**src/design/cmr_cfg.svh**
```systemverilog
// constants for the mode, address wrap and interrupt control block
// assumes inclusion by bare name from design files
`ifndef CMR_CFG_SVH
`define CMR_CFG_SVH
`define CMR_STACK_EMU_PAGE  8'h01
`define CMR_ZERO_BYTE       8'h00
`define CMR_BANK_ZERO       8'h00
`define CMR_PAGE_ZERO       8'h00
`define CMR_ABT_CLR_CYC     3'd2
`define CMR_RTI_MOD_CYC     3'd3
`define CMR_INT_BANK_CYC    3'd2
`define CMR_SEQ_LAST        3'd7
`endif

```
**src/design/cmr_pkg.sv**
```systemverilog
// types for the mode, address wrap and interrupt control block
// assumes no other package
package cmr_pkg;
    typedef enum logic [2:0] {
        CMR_RUN,
        CMR_INT_SEQ,
        CMR_WAIT,
        CMR_WAIT_ABORTED,
        CMR_STOPPED
    } cmr_state_t;

    typedef enum logic [1:0] {
        CMR_SRC_NONE,
        CMR_SRC_ABORT,
        CMR_SRC_NMI,
        CMR_SRC_IRQ
    } cmr_src_t;

    typedef enum logic [2:0] {
        CMR_AM_STACK,
        CMR_AM_STACK_LONG,
        CMR_AM_DIRECT,
        CMR_AM_DIRECT_LONG,
        CMR_AM_ABS_INDEXED,
        CMR_AM_PTR_DIRECT_BANK,
        CMR_AM_PTR_PROGRAM_BANK
    } cmr_amode_t;

    typedef struct packed {
        cmr_state_t  state;
        cmr_src_t    src;
        logic [2:0]  seqCycle;
        logic        abortLatch;
        logic        emulation;
        logic        accWidth;
        logic        idxWidth;
        logic        decimalFlag;
        logic        irqDisable;
        logic [7:0]  programBank;
        logic [7:0]  dataBank;
        logic [7:0]  stackHigh;
        logic [7:0]  xHigh;
        logic [7:0]  yHigh;
        logic        widthInvalid;
        logic        pushBank;
        logic [23:0] effAddr;
        logic        addrValid;
        logic        fixCycle;
        logic        vecTaken;
        logic        resumeNext;
        logic        writeHeld;
        logic [2:0]  rstSync;
        logic [2:0]  abtSync;
        logic [2:0]  nmiSync;
        logic [2:0]  irqSync;
        logic        nmiPrev;
    } cmr_state_s_t;
endpackage : cmr_pkg

```
**src/design/cmr_mode_ctrl.sv**
```systemverilog
// mode, address wrap and interrupt control of a 16-bit processor core
// assumes pin inputs asynchronous to clk; opcode strobes from the decoder on clk
//Function
//- stack stays in bank zero native, page one emulation; long stack ops may step past
//- direct addresses bank zero native, direct register page emulation; long indirect runs into stack page
//- emulation with zero direct low byte wraps in page; long indirect from base fe or ff carries up
//- emulation with nonzero direct low byte never wraps in page
//- absolute indexed carries into bank byte
//- abort latch cleared in sequence cycle two; abort from cycle two on in an abort sequence restarts it at cycle zero
//- late abort still changes status and clears banks after cycle two
//- address valid whenever valid outputs high; fix cycles hold valid data low
//- low byte fix cycle optional for 8-bit reads, forced otherwise
//- ready low holds data bus in transfer state
//- width output invalid the cycle after flag change ops
//- emulation keeps width bits at one against flag ops
//- indirect jumps use direct bank, indexed tables use program bank
//- to emulation sets widths, stack high 01, index highs 00
//- native interrupt flags program bank push and clears it in the same cycle; emulation clears both, no push
//- every interrupt clears decimal flag
//- wait op drives ready low; nmi irq reset end it; abort stops without restart
//- masked irq in wait resumes next instruction without handler
//- priority reset, abort, nmi, irq
//- stop op holds clock high until reset falls
//- ready low in write cycle pulls ready line low the next cycle
//
`timescale 1ns/1ns
`default_nettype none
`include "cmr_cfg.svh"
module cmr_mode_ctrl (
    input  wire logic        clk,
    input  wire logic        rst,
    input  wire logic        reset_in_n,
    input  wire logic        abort_in_n,
    input  wire logic        nonmaskable_irq_n,
    input  wire logic        maskable_irq_n,
    input  wire logic        readyIn,
    input  wire logic        swBreakStart,
    input  wire logic        trapStart,
    input  wire logic        intReturnStep,
    input  wire logic        rmwModifyDone,
    input  wire logic        haltUntilIrqOp,
    input  wire logic        stopClockOp,
    input  wire logic        clearFlagsOp,
    input  wire logic        setFlagsOp,
    input  wire logic        pullFlagsOp,
    input  wire logic [7:0]  flagsOperand,
    input  wire logic        exchangeEmu,
    input  wire logic        newEmulation,
    input  wire logic        setIrqDisable,
    input  wire logic        clrIrqDisable,
    input  wire logic        addrReq,
    input  wire logic [2:0]  addrMode,
    input  wire logic [15:0] baseAddr,
    input  wire logic [15:0] addrOffset,
    input  wire logic [15:0] directReg,
    input  wire logic        isWrite,
    input  wire logic        isStore,
    input  wire logic        isRmw,
    input  wire logic        isLongStackOp,
    output logic             emulationOut,
    output logic [1:0]       width_status_out,
    output logic             widthValid,
    output logic             decimalOut,
    output logic [7:0]       program_bank_reg,
    output logic [7:0]       data_bank_reg,
    output logic [7:0]       stackHighOut,
    output logic [7:0]       xHighOut,
    output logic [7:0]       yHighOut,
    output logic             pushProgramBank,
    output logic [23:0]      effAddrOut,
    output logic             valid_data_addr,
    output logic             valid_program_addr,
    output logic             fixCycleOut,
    output logic             ready_line,
    output logic             dataBusTransfer,
    output logic             bankMuxEnable,
    output logic             phase_two_clock_gate,
    output logic             vectorTaken,
    output logic [1:0]       vectorSource,
    output logic             resumeAfterWait,
    output logic             abortPending,
    output logic             interruptActive
);
    cmr_pkg::cmr_state_s_t cur;
    cmr_pkg::cmr_state_s_t next_cur;

    logic rstLvl;
    logic abtLvl;
    logic nmiLvl;
    logic irqLvl;
    logic abtFall;
    logic nmiFall;
    logic [16:0] sum17;
    logic [23:0] sum24;
    logic [7:0]  lowSum;
    logic [15:0] dirSum;

    // three stage sync filters
    assign rstLvl  = (cur.rstSync[2] == cur.rstSync[1]) ? ~cur.rstSync[2] : 1'b0;
    assign abtLvl  = (cur.abtSync[2] == cur.abtSync[1]) ? ~cur.abtSync[2] : 1'b0;
    assign nmiLvl  = (cur.nmiSync[2] == cur.nmiSync[1]) ? ~cur.nmiSync[2] : 1'b0;
    assign irqLvl  = (cur.irqSync[2] == cur.irqSync[1]) ? ~cur.irqSync[2] : 1'b0;
    assign abtFall = abtLvl & ~cur.abortLatch;
    assign nmiFall = nmiLvl & ~cur.nmiPrev;

    assign sum17  = {1'b0, baseAddr} + {1'b0, addrOffset};
    assign sum24  = {cur.dataBank, baseAddr} + {8'h00, addrOffset};
    assign lowSum = baseAddr[7:0] + addrOffset[7:0];
    assign dirSum = directReg + baseAddr;

    always_comb begin
        next_cur = cur;
        next_cur.rstSync = {cur.rstSync[1:0], reset_in_n};
        next_cur.abtSync = {cur.abtSync[1:0], abort_in_n};
        next_cur.nmiSync = {cur.nmiSync[1:0], nonmaskable_irq_n};
        next_cur.irqSync = {cur.irqSync[1:0], maskable_irq_n};
        next_cur.nmiPrev = nmiLvl;
        next_cur.vecTaken = 1'b0;
        next_cur.resumeNext = 1'b0;
        next_cur.pushBank = 1'b0;
        next_cur.widthInvalid = 1'b0;
        if (abtFall) begin
            next_cur.abortLatch = 1'b1;
        end
        if (setIrqDisable) begin
            next_cur.irqDisable = 1'b1;
        end else if (clrIrqDisable) begin
            next_cur.irqDisable = 1'b0;
        end
        if (clearFlagsOp || setFlagsOp || pullFlagsOp) begin
            next_cur.widthInvalid = 1'b1;
        end
        if (cur.emulation) begin
            next_cur.accWidth = 1'b1;
            next_cur.idxWidth = 1'b1;
        end else if (clearFlagsOp) begin
            next_cur.accWidth = cur.accWidth & ~flagsOperand[5];
            next_cur.idxWidth = cur.idxWidth & ~flagsOperand[4];
        end else if (setFlagsOp) begin
            next_cur.accWidth = cur.accWidth | flagsOperand[5];
            next_cur.idxWidth = cur.idxWidth | flagsOperand[4];
        end else if (pullFlagsOp) begin
            next_cur.accWidth = flagsOperand[5];
            next_cur.idxWidth = flagsOperand[4];
        end
        if (clearFlagsOp) begin
            next_cur.decimalFlag = cur.decimalFlag & ~flagsOperand[3];
        end else if (setFlagsOp) begin
            next_cur.decimalFlag = cur.decimalFlag | flagsOperand[3];
        end else if (pullFlagsOp) begin
            next_cur.decimalFlag = flagsOperand[3];
        end
        if (exchangeEmu) begin
            next_cur.emulation = newEmulation;
            if (newEmulation && !cur.emulation) begin
                next_cur.accWidth = 1'b1;
                next_cur.idxWidth = 1'b1;
                next_cur.stackHigh = `CMR_STACK_EMU_PAGE;
                next_cur.xHigh = `CMR_ZERO_BYTE;
                next_cur.yHigh = `CMR_ZERO_BYTE;
            end
        end
        // address generation
        next_cur.addrValid = 1'b0;
        next_cur.fixCycle = 1'b0;
        if (addrReq) begin
            next_cur.addrValid = 1'b1;
            case (addrMode)
                3'd0: begin
                    if (cur.emulation && !isLongStackOp) begin
                        next_cur.effAddr = {`CMR_BANK_ZERO, `CMR_STACK_EMU_PAGE, sum17[7:0]};
                    end else begin
                        next_cur.effAddr = {`CMR_BANK_ZERO, sum17[15:0]};
                    end
                end
                3'd1: next_cur.effAddr = {`CMR_BANK_ZERO, sum17[15:0]};
                3'd2, 3'd3: begin
                    if (!cur.emulation || directReg[7:0] != 8'h00 ||
                        (addrMode == 3'd3 && baseAddr[7:1] == 7'h7f)) begin
                        next_cur.effAddr = {`CMR_BANK_ZERO, dirSum + addrOffset};
                    end else begin
                        next_cur.effAddr = {`CMR_BANK_ZERO, directReg[15:8], lowSum};
                    end
                end
                3'd4: begin
                    next_cur.effAddr = sum24;
                    next_cur.fixCycle = isStore | isRmw | ~cur.idxWidth | sum17[8] ^ baseAddr[8] ^ addrOffset[8];
                end
                3'd5: next_cur.effAddr = {`CMR_BANK_ZERO, baseAddr};
                3'd6: next_cur.effAddr = {cur.programBank, sum17[15:0]};
                default: next_cur.effAddr = cur.effAddr;
            endcase
        end
        case (cur.state)
            cmr_pkg::CMR_RUN: begin
                if (rstLvl) begin
                    next_cur.state = cmr_pkg::CMR_RUN;
                end else if (cur.abortLatch || abtFall) begin
                    next_cur.state = cmr_pkg::CMR_INT_SEQ;
                    next_cur.src = cmr_pkg::CMR_SRC_ABORT;
                    next_cur.seqCycle = 3'd0;
                end else if (nmiFall) begin
                    next_cur.state = cmr_pkg::CMR_INT_SEQ;
                    next_cur.src = cmr_pkg::CMR_SRC_NMI;
                    next_cur.seqCycle = 3'd0;
                end else if (irqLvl && !cur.irqDisable) begin
                    next_cur.state = cmr_pkg::CMR_INT_SEQ;
                    next_cur.src = cmr_pkg::CMR_SRC_IRQ;
                    next_cur.seqCycle = 3'd0;
                end else if (swBreakStart || trapStart) begin
                    next_cur.state = cmr_pkg::CMR_INT_SEQ;
                    next_cur.src = cmr_pkg::CMR_SRC_NONE;
                    next_cur.seqCycle = 3'd0;
                end else if (haltUntilIrqOp) begin
                    next_cur.state = cmr_pkg::CMR_WAIT;
                end else if (stopClockOp) begin
                    next_cur.state = cmr_pkg::CMR_STOPPED;
                end
                if (cur.abortLatch && (rmwModifyDone || intReturnStep)) begin
                    next_cur.decimalFlag = cur.decimalFlag;
                end
            end
            cmr_pkg::CMR_INT_SEQ: begin
                next_cur.seqCycle = cur.seqCycle + 3'd1;
                if (cur.src == cmr_pkg::CMR_SRC_ABORT && cur.seqCycle == `CMR_ABT_CLR_CYC - 3'd1) begin
                    next_cur.abortLatch = abtLvl;
                end
                if (cur.src == cmr_pkg::CMR_SRC_ABORT && abtFall && cur.seqCycle != 3'd0) begin
                    next_cur.seqCycle = 3'd0;
                end
                if (cur.seqCycle == `CMR_INT_BANK_CYC) begin
                    next_cur.pushBank = ~cur.emulation;
                    next_cur.programBank = `CMR_BANK_ZERO;
                    if (cur.emulation) begin
                        next_cur.dataBank = `CMR_BANK_ZERO;
                    end
                    next_cur.decimalFlag = 1'b0;
                    next_cur.irqDisable = 1'b1;
                end
                if (cur.seqCycle == `CMR_SEQ_LAST) begin
                    next_cur.state = cmr_pkg::CMR_RUN;
                    next_cur.vecTaken = 1'b1;
                end
            end
            cmr_pkg::CMR_WAIT, cmr_pkg::CMR_WAIT_ABORTED: begin
                if (rstLvl) begin
                    next_cur.state = cmr_pkg::CMR_RUN;
                end else if (cur.abortLatch && cur.state == cmr_pkg::CMR_WAIT) begin
                    next_cur.state = cmr_pkg::CMR_WAIT_ABORTED;
                    next_cur.abortLatch = abtLvl;
                end else if (nmiFall || (irqLvl && !cur.irqDisable)) begin
                    next_cur.state = cmr_pkg::CMR_INT_SEQ;
                    next_cur.src = nmiFall ? cmr_pkg::CMR_SRC_NMI : cmr_pkg::CMR_SRC_IRQ;
                    next_cur.seqCycle = 3'd0;
                end else if (irqLvl) begin
                    next_cur.state = cmr_pkg::CMR_RUN;
                    next_cur.resumeNext = cur.state == cmr_pkg::CMR_WAIT;
                end
            end
            cmr_pkg::CMR_STOPPED: begin
                if (rstLvl) begin
                    next_cur.state = cmr_pkg::CMR_RUN;
                end
            end
            default: next_cur.state = cmr_pkg::CMR_RUN;
        endcase
        next_cur.writeHeld = isWrite & ~readyIn;
    end

    always_ff @(posedge clk) begin
        if (rst) begin
            cur <= '0;
            cur.state <= cmr_pkg::CMR_RUN;
            cur.emulation <= 1'b1;
            cur.accWidth <= 1'b1;
            cur.idxWidth <= 1'b1;
            cur.irqDisable <= 1'b1;
            cur.stackHigh <= `CMR_STACK_EMU_PAGE;
            cur.rstSync <= 3'b111;
            cur.abtSync <= 3'b111;
            cur.nmiSync <= 3'b111;
            cur.irqSync <= 3'b111;
        end else begin
            cur <= next_cur;
        end
    end

    assign emulationOut = cur.emulation;
    assign width_status_out = {cur.accWidth, cur.idxWidth};
    assign widthValid = ~cur.widthInvalid;
    assign decimalOut = cur.decimalFlag;
    assign program_bank_reg = cur.programBank;
    assign data_bank_reg = cur.dataBank;
    assign stackHighOut = cur.stackHigh;
    assign xHighOut = cur.xHigh;
    assign yHighOut = cur.yHigh;
    assign pushProgramBank = cur.pushBank;
    assign effAddrOut = cur.effAddr;
    assign valid_data_addr = cur.addrValid & ~cur.fixCycle;
    assign valid_program_addr = 1'b0;
    assign fixCycleOut = cur.fixCycle;
    assign ready_line = ~(cur.state == cmr_pkg::CMR_WAIT || cur.state == cmr_pkg::CMR_WAIT_ABORTED) & ~cur.writeHeld;
    assign dataBusTransfer = ~readyIn | cur.state == cmr_pkg::CMR_STOPPED | cur.writeHeld;
    assign bankMuxEnable = ~cur.emulation & cur.state != cmr_pkg::CMR_STOPPED;
    assign phase_two_clock_gate = cur.state == cmr_pkg::CMR_STOPPED;
    assign vectorTaken = cur.vecTaken;
    assign vectorSource = cur.src;
    assign resumeAfterWait = cur.resumeNext;
    assign abortPending = cur.abortLatch;
    assign interruptActive = cur.state == cmr_pkg::CMR_INT_SEQ;
endmodule : cmr_mode_ctrl
`default_nettype wire

```
**config.mk**
```make
export PLATFORM = sky130hd
export DESIGN_NAME = cmr_mode_ctrl
export DESIGN_NICKNAME = d
export VERILOG_FILES = /design/src/design/cmr_pkg.sv /design/src/design/cmr_mode_ctrl.sv
export VERILOG_INCLUDE_DIRS = /design/src /design/src/design
export SDC_FILE = /design/constraint.sdc
export NUM_CORES = 1
export LEC_CHECK = 0
export ABC_CLOCK_PERIOD_IN_PS = 4950
export BUFFER_PORTS_ARGS = -buffer_cell sky130_fd_sc_hd__buf_4
export CAP_MARGIN = 40
export CORE_UTILIZATION = 57
export CTS_BUF_LIST = sky130_fd_sc_hd__clkbuf_4 sky130_fd_sc_hd__clkbuf_8
export CTS_CLUSTER_SIZE = 16
export DETAILED_ROUTE_END_ITERATION = 8
export GPL_TIMING_DRIVEN = 1
export PLACE_DENSITY = 0.95
export RECOVER_POWER = 25
export SLEW_MARGIN = 20
export SYNTH_ARGS = -nofsm -noshare
export SYNTH_HDL_FRONTEND = slang
export SYNTH_SLANG_ARGS = --single-unit
```
**constraint.sdc**
```tcl
create_clock -name clk -period 4.95 [get_ports clk]
set_input_delay 0.495 -clock clk [delete_from_list [all_inputs] [get_ports clk]]
set_output_delay 0.495 -clock clk [all_outputs]
set_load 0.01 [all_outputs]
```
==> flow_metrics.py, run 1 <==
metrics = {
    "yosys": {
        "avgSynthCellArea_um2": 8.28,
        "synth_area_um2": 4740,
        "yosysMostFrequentCell": "buf_4",
        "synth_top_area_frac": 0.216,
        "async_flop_share": 0,
        "synth_seq_cells": 51,
        "synth_edf_count": 0,
        "yosysSeqAreaShare": 0.216,
        "postSynthCellCount": 572,
        "synth.top_cells.by_area": "dfxtp_1 (22%), buf_4 (11%), ha_1 (9.2%)",
        "ys.flop_type": "dfxtp_1",
        "ys_types": 69,
        "synthTopCellsByCount": "buf_4 (70), dfxtp_1 (51), nor2_1 (48), a21oi_1 (38), o21ai_0 (38)",
        "yosys_warnings": 0,
        "yosysTopAreaCell": "dfxtp_1",
    },
    "sta": {
        "period_needed_ps": 3110,
        "setup_ws_ps": 1840,
        "skew_ps": 14.9,
        "setup-tns-final_ps": 0,
        "relSlewSlack": 0.138,
        "rsz0062_at_grt": "no",
        "finalHoldViolCount": 0,
        "fin_crit_sh": 0.629,
        "slew_violations": 0,
        "setup_viol": 0,
        "fmax_ghz": 0.321,
        "worst_slew_pin_slew_ps": 1290,
    },
    "global_routing": {
        "grt_pass1_wl_um": 20100,
        "antenna_found_initial": 0,
        "grt_util_all_layers": 0.291,
        "grt_max_degree": 34,
        "grt_overflow": 0,
        "top_usage_layer": "met2",
        "met2_usage": 0.513,
        "met3_usage": 0.0366,
        "grtUsageMet1": 0.355,
        "grt_pass1_vias": 4325,
    },
    "route": {
        "ant_nets": 0,
        "drc_errors": 0,
        "firstDrtPassIters": 5,
        "avgRoutedWirePerCell_um": 16.5,
        "vias_per_cell": 5.99,
        "drt-initial-drc-count": 297,
        "via_count": 4538,
        "drt-total-wl_um": 12500,
    },
    "cells_and_area": {
        "post-route-util": 0.684,
        "n_antenna_cell": 0,
        "nFillCells": 590,
        "final_nets": 790,
        "final_cell_area_um2": 5390,
        "area_delta_synth_final_pct": 13.8,
        "drive_gt1_frac": 0.235,
    },
    "die": {
        "chipHeight_um": 93.2,
        "row_count": 32,
        "core_um2": 7890,
        "die_area_um2": 8680,
        "die_x_um": 93.2,
        "ioPinCount": 167,
        "start_util": 0.601,
    },
    "cts": {
        "cts_buffer_depth": 2,
        "cts_root_buffer": "clkbuf_8",
        "clk_latency_ps": 310,
        "cts_inserted_buffers": 5,
        "cts_setup_buffers": 0,
        "cts_num_sinks": 51,
        "hold_buffers": 0,
        "ctsHtreeMaxLevel": 2,
        "cts_tree": "yes",
        "clk_pin_slew_ps": 90,
        "cts-resized-gates": 0,
    },
    "run_status": {
        "status": "complete, no violations",
    },
    "critical_path": {
        "cp_max_fo": 4,
        "crit_chain": "buf_4, inv_1, fa_1, inv_1, ha_1, inv_1, fa_1, nand2b_1, a21o_1, nand2_1, a31oi_1, xnor2_1, a221oi_1, nor2_1",
        "worst_ep_arrival_time_ps": 3280,
        "end_kind": "register",
        "crit_path_max_incr_delay_ps": 470,
        "cpMostUsedCell": "inv_1",
        "crit_required_ps": 5120,
        "critical_path_class": "input port to register",
        "cp-start-kind": "input port",
        "crit_slowest_cell": "fa_1",
    },
    "placement": {
        "post-place-ws_ps": 1580,
        "place_area_um2": 5300,
        "hpwl_um": 10100,
        "port_buffers": 113,
        "gp_congestion": 0.971,
    },
    "flow_run": {
        "max_cap_violations": 0,
    },
    "power": {
        "p_per_area_nw_per_um2": 242,
        "leakage_uw": 0.00243,
        "vdd_drop_max_v": 0.000133,
    },
    "worst_hold_path": {
        "holdCritPathClass": "input port to register",
    },
}
where the power goes:
| part | internal, µW | switching, µW |
|---|---|---|
| Sequential | 436 | 19.0 |
| Clock | 120 | 133 |
| Combinational | 263 | 335 |
| Total | 820 | 487 |
layout make-up:
| cell class | count | area [µm²] | area share |
|---|---|---|---|
| Tap cell | 102 | 128 | 0.0237 |
| Inverter | 24 | 90.1 | 0.0167 |
| Clock inverter | 1 | 8.76 | 0.00162 |
| Timing Repair Buffer | 115 | 850 | 0.158 |
| Clock buffer | 7 | 90.1 | 0.0167 |
| Sequential cell | 51 | 1020 | 0.189 |
| Multi-Input combinational cell | 457 | 3200 | 0.594 |
worst max-delay path: cells and delay by family:
kind            cells  cell delay, ps
compound gates      3             800
xor+xnor            1             140
simple gates        3             430
buf+inv             4             310
fa+ha+maj           3            1080
metrics by stage:
step,std cells,hold slack [ps],total power (µW)
floorplan,618,389,901
global placement,748,392,1020
detailed placement,748,395,1050
CTS,756,344,1300
global route,757,341,1380
finish,757,347,1310
registers in the layout, indices dropped and copies added (netlist names):
signal	count
fixCycleOut	1
decimalOut	1
vectorSource	2
abortPending	1
emulationOut	1
cur	23
vectorTaken	1
pushProgramBank	1
width_status_out	2
resumeAfterWait	1
effAddrOut	17
metal layers:
layer,up-vias,wire length [µm]
li1,2099,-
met1,2108,4870
met2,281,6100
met3,50,1040
met4,0,469
met5,-,0
final timing paths:
| check | start | slack, ps | endpoint | depth (start not counted) |
|---|---|---|---|---|
| worst max register to register | emulationOut | 2870 | effAddrOut[9] | 4 |
| worst max-delay path | baseAddr[1] | 1840 | effAddrOut[9] | 14 |
| worst min-delay path | readyIn | 350 | cur[13] | 2 |
| worst min register to register | cur[7] | 420 | cur[8] | 1 |
cells by family after synthesis:
kind of cell,after synthesis,share of synthesized area
compound gates,158,0.227
mux,4,0.00951
flops,51,0.216
fa+ha+maj,52,0.164
other cells,2,0.00159
buf+inv,110,0.144
xor+xnor,26,0.0481
simple gates,169,0.189
layout by cell type, fill, tap and decap left out, types with 5 or more instances in the layout:
cell type / synthesis / routed
a21oi_1: 38 / 38
inv_1: 24 / 24
or2_2: 13 / 13
buf_4: 70 / 111
nor2b_1: 6 / 6
xnor2_1: 17 / 17
nand3_1: 6 / 6
and3_1: 5 / 5
dfxtp_1: 51 / 51
nand2_1: 37 / 37
nand2b_1: 8 / 8
ha_1: 35 / 35
nor4_1: 6 / 6
a211oi_1: 6 / 6
nor3_1: 14 / 14
a221o_1: 5 / 5
xor2_1: 9 / 9
o21ai_0: 38 / 38
conb_1: 2 / 48
nor2_1: 48 / 48
fa_1: 17 / 17
o211ai_1: 9 / 9
a221oi_1: 13 / 13
a31oi_1: 11 / 11
clkbuf_8: 0 / 6
Note: power is estimated with default switching activity, not from simulation.
==> inputs of run 2 (changes only) <==
Settings changed: ABC_CLOCK_PERIOD_IN_PS 4950 to 3100, CORE_UTILIZATION 57 to 52, PLACE_DENSITY 0.95 to 0.93.
Clock period 4.95 ns to 3.1 ns, I/O delays scaled along.
==> run 2 against run 1 <==
Compared with the run above:
- sequential share of layout area is 0.17 points lower
- critical path depth stayed put
- count of clock-buffer cells in the layout is the same
- sequential cell count did not move
- register-to-register slack worse by 1800 ps
- global-route usage down 4.6 points
- first-iteration DRC count grew 0.67%
- wire length decreased by 5.8%
==> flow_metrics.py, run 2 (synthesized netlist as in run 1, its figures left out) <==
metrics = {
    "critical_path": {
        "startpoint": "addrOffset[1]",
        "reg2reg_from": "emulationOut",
        "crit_slowest_cell": "fa_1",
        "crit_chain": "buf_4, inv_1, fa_1, inv_1, ha_1, inv_1, fa_1, nand2b_1, a21o_1, nand4bb_4, a41oi_2, mux2_4, a221oi_2, a31oi_1",
        "worst_ep_arrival_time_ps": 3090,
        "cp_max_fo": 3,
        "end_kind": "register",
        "cpMostUsedCell": "inv_1",
        "cp_top_family": "adder cells",
        "crit_required_ps": 3280,
        "endpoint": "effAddrOut[15]",
        "crit_path_max_incr_delay_ps": 430,
        "cp_num_buf_inv": 4,
        "r2r-end": "effAddrOut[7]",
        "critical_path_class": "input port to register",
        "rr_worst_depth": 4,
        "worstSetupPathDepth": 14,
        "cp-start-kind": "input port",
        "rrSetupSlack_ps": 1030,
    },
    "cts": {
        "cts_root_buffer": "clkbuf_8",
        "cts_tree": "yes",
        "clk_latency_ps": 300,
        "clk_pin_slew_ps": 90,
        "cts_setup_buffers": 0,
        "cts-resized-gates": 0,
        "cts_inserted_buffers": 5,
        "hold_buffers": 0,
        "cts_num_sinks": 51,
        "cts_buffer_depth": 2,
        "ctsHtreeMaxLevel": 2,
    },
    "placement": {
        "port_buffers": 113,
        "gp_congestion": 0.931,
        "place_area_um2": 5360,
        "hpwl_um": 9650,
    },
    "die": {
        "chipHeight_um": 97.4,
        "die_area_um2": 9500,
        "ioPinCount": 167,
        "row_count": 34,
        "core_um2": 8760,
        "start_util": 0.541,
        "die_x_um": 97.4,
    },
    "cells_and_area": {
        "drive_gt1_frac": 0.243,
        "mostFrequentLayoutCell": "buf_4",
        "regMostFlops": "cur",
        "final_cell_area_um2": 5440,
        "post-route-util": 0.621,
        "mostFrequentLayoutCells": "buf_4 (118), dfxtp_1 (51), nor2_1 (48), conb_1 (48)",
        "n_antenna_cell": 0,
        "final_nets": 797,
        "largest_reg_flops": 23,
        "area_delta_synth_final_pct": 14.9,
    },
    "route": {
        "drt-initial-drc-count": 299,
        "drt-total-wl_um": 11800,
        "ant_nets": 0,
        "drc_errors": 0,
        "avgRoutedWirePerCell_um": 15.3,
        "firstDrtPassIters": 7,
        "via_count": 4414,
        "vias_per_cell": 5.73,
    },
    "sta": {
        "slew_violations": 0,
        "period_needed_ps": 2920,
        "fmax_ghz": 0.343,
        "setup_viol": 0,
        "skew_ps": 6.99,
        "finalHoldViolCount": 0,
        "setup-tns-final_ps": 0,
        "relSlewSlack": 0.155,
        "worst_slew_pin_slew_ps": 1270,
        "timing.hold.ws_ps": 167,
        "fin_crit_sh": 0.941,
        "rsz0062_at_grt": "no",
    },
    "global_routing": {
        "grt_pass1_wl_um": 19100,
        "antenna_found_initial": 0,
        "grt_util_all_layers": 0.245,
        "grt_overflow": 0,
        "grt_pass1_vias": 4141,
        "grt_max_degree": 34,
    },
    "power": {
        "finalPower_uw": 2060,
        "vdd_drop_max_v": 0.000165,
        "leakage_uw": 0.00246,
        "p_per_area_nw_per_um2": 379,
    },
    "worst_hold_path": {
        "holdCritPathClass": "input port to register",
    },
    "flow_run": {
        "max_cap_violations": 0,
    },
    "run_status": {
        "status": "complete, no violations",
    },
}
run 2: area by class of cell:
cell class / count / area, µm²
clock buffers: 7 / 83.8
well taps: 108 / 135
multi-input cells: 457 / 3200
flip-flops and latches: 51 / 1020
fillers: 752 / 3320
inverters: 24 / 90.1
repair buffers: 122 / 902
clock inverters: 1 / 5.00
run 2: power by group:
| part | switching [µW] | internal (µW) | leakage [µW] |
|---|---|---|---|
| sequential | 30.7 | 696 | 0.000420 |
| combinational | 523 | 430 | 0.00199 |
| clock | 207 | 176 | 0.0000491 |
| total | 761 | 1300 | 0.00246 |
run 2: layer usage:
layer	up-vias	GRT usage	routed length [µm]
li1	2112	-	-
met1	2030	0.314	4820
met2	245	0.421	5760
met3	27	0.0367	894
met4	0	0.0814	280
met5	-	0	0
run 2: worst register-to-register path: cells and delay by family, from the launching register on:
kind	cells	cell delay, ps
compound gates	3	1190
flops	1	550
simple gates	1	230
run 2: worst min-delay path by stage:
stage / end / slack, ps / startpoint / cells past startpoint
6_report: cur[13] / 170 / readyIn / 2
5_1_grt: cur[13] / 160 / readyIn / 2
2_1_floorplan: cur[13] / 390 / readyIn / 1
3_3_place_gp: cur[5] / 390 / cur[4] / 1
3_5_place_dp: cur[5] / 400 / cur[4] / 1
4_1_cts: cur[13] / 160 / readyIn / 2
run 2: per-stage QoR:
stage | cells | setup WS (ps)
global route | 770 | 51.1
finish | 770 | 181
CTS | 769 | 201
detailed placement | 761 | -102
global placement | 761 | 36.7
floorplan | 618 | 255
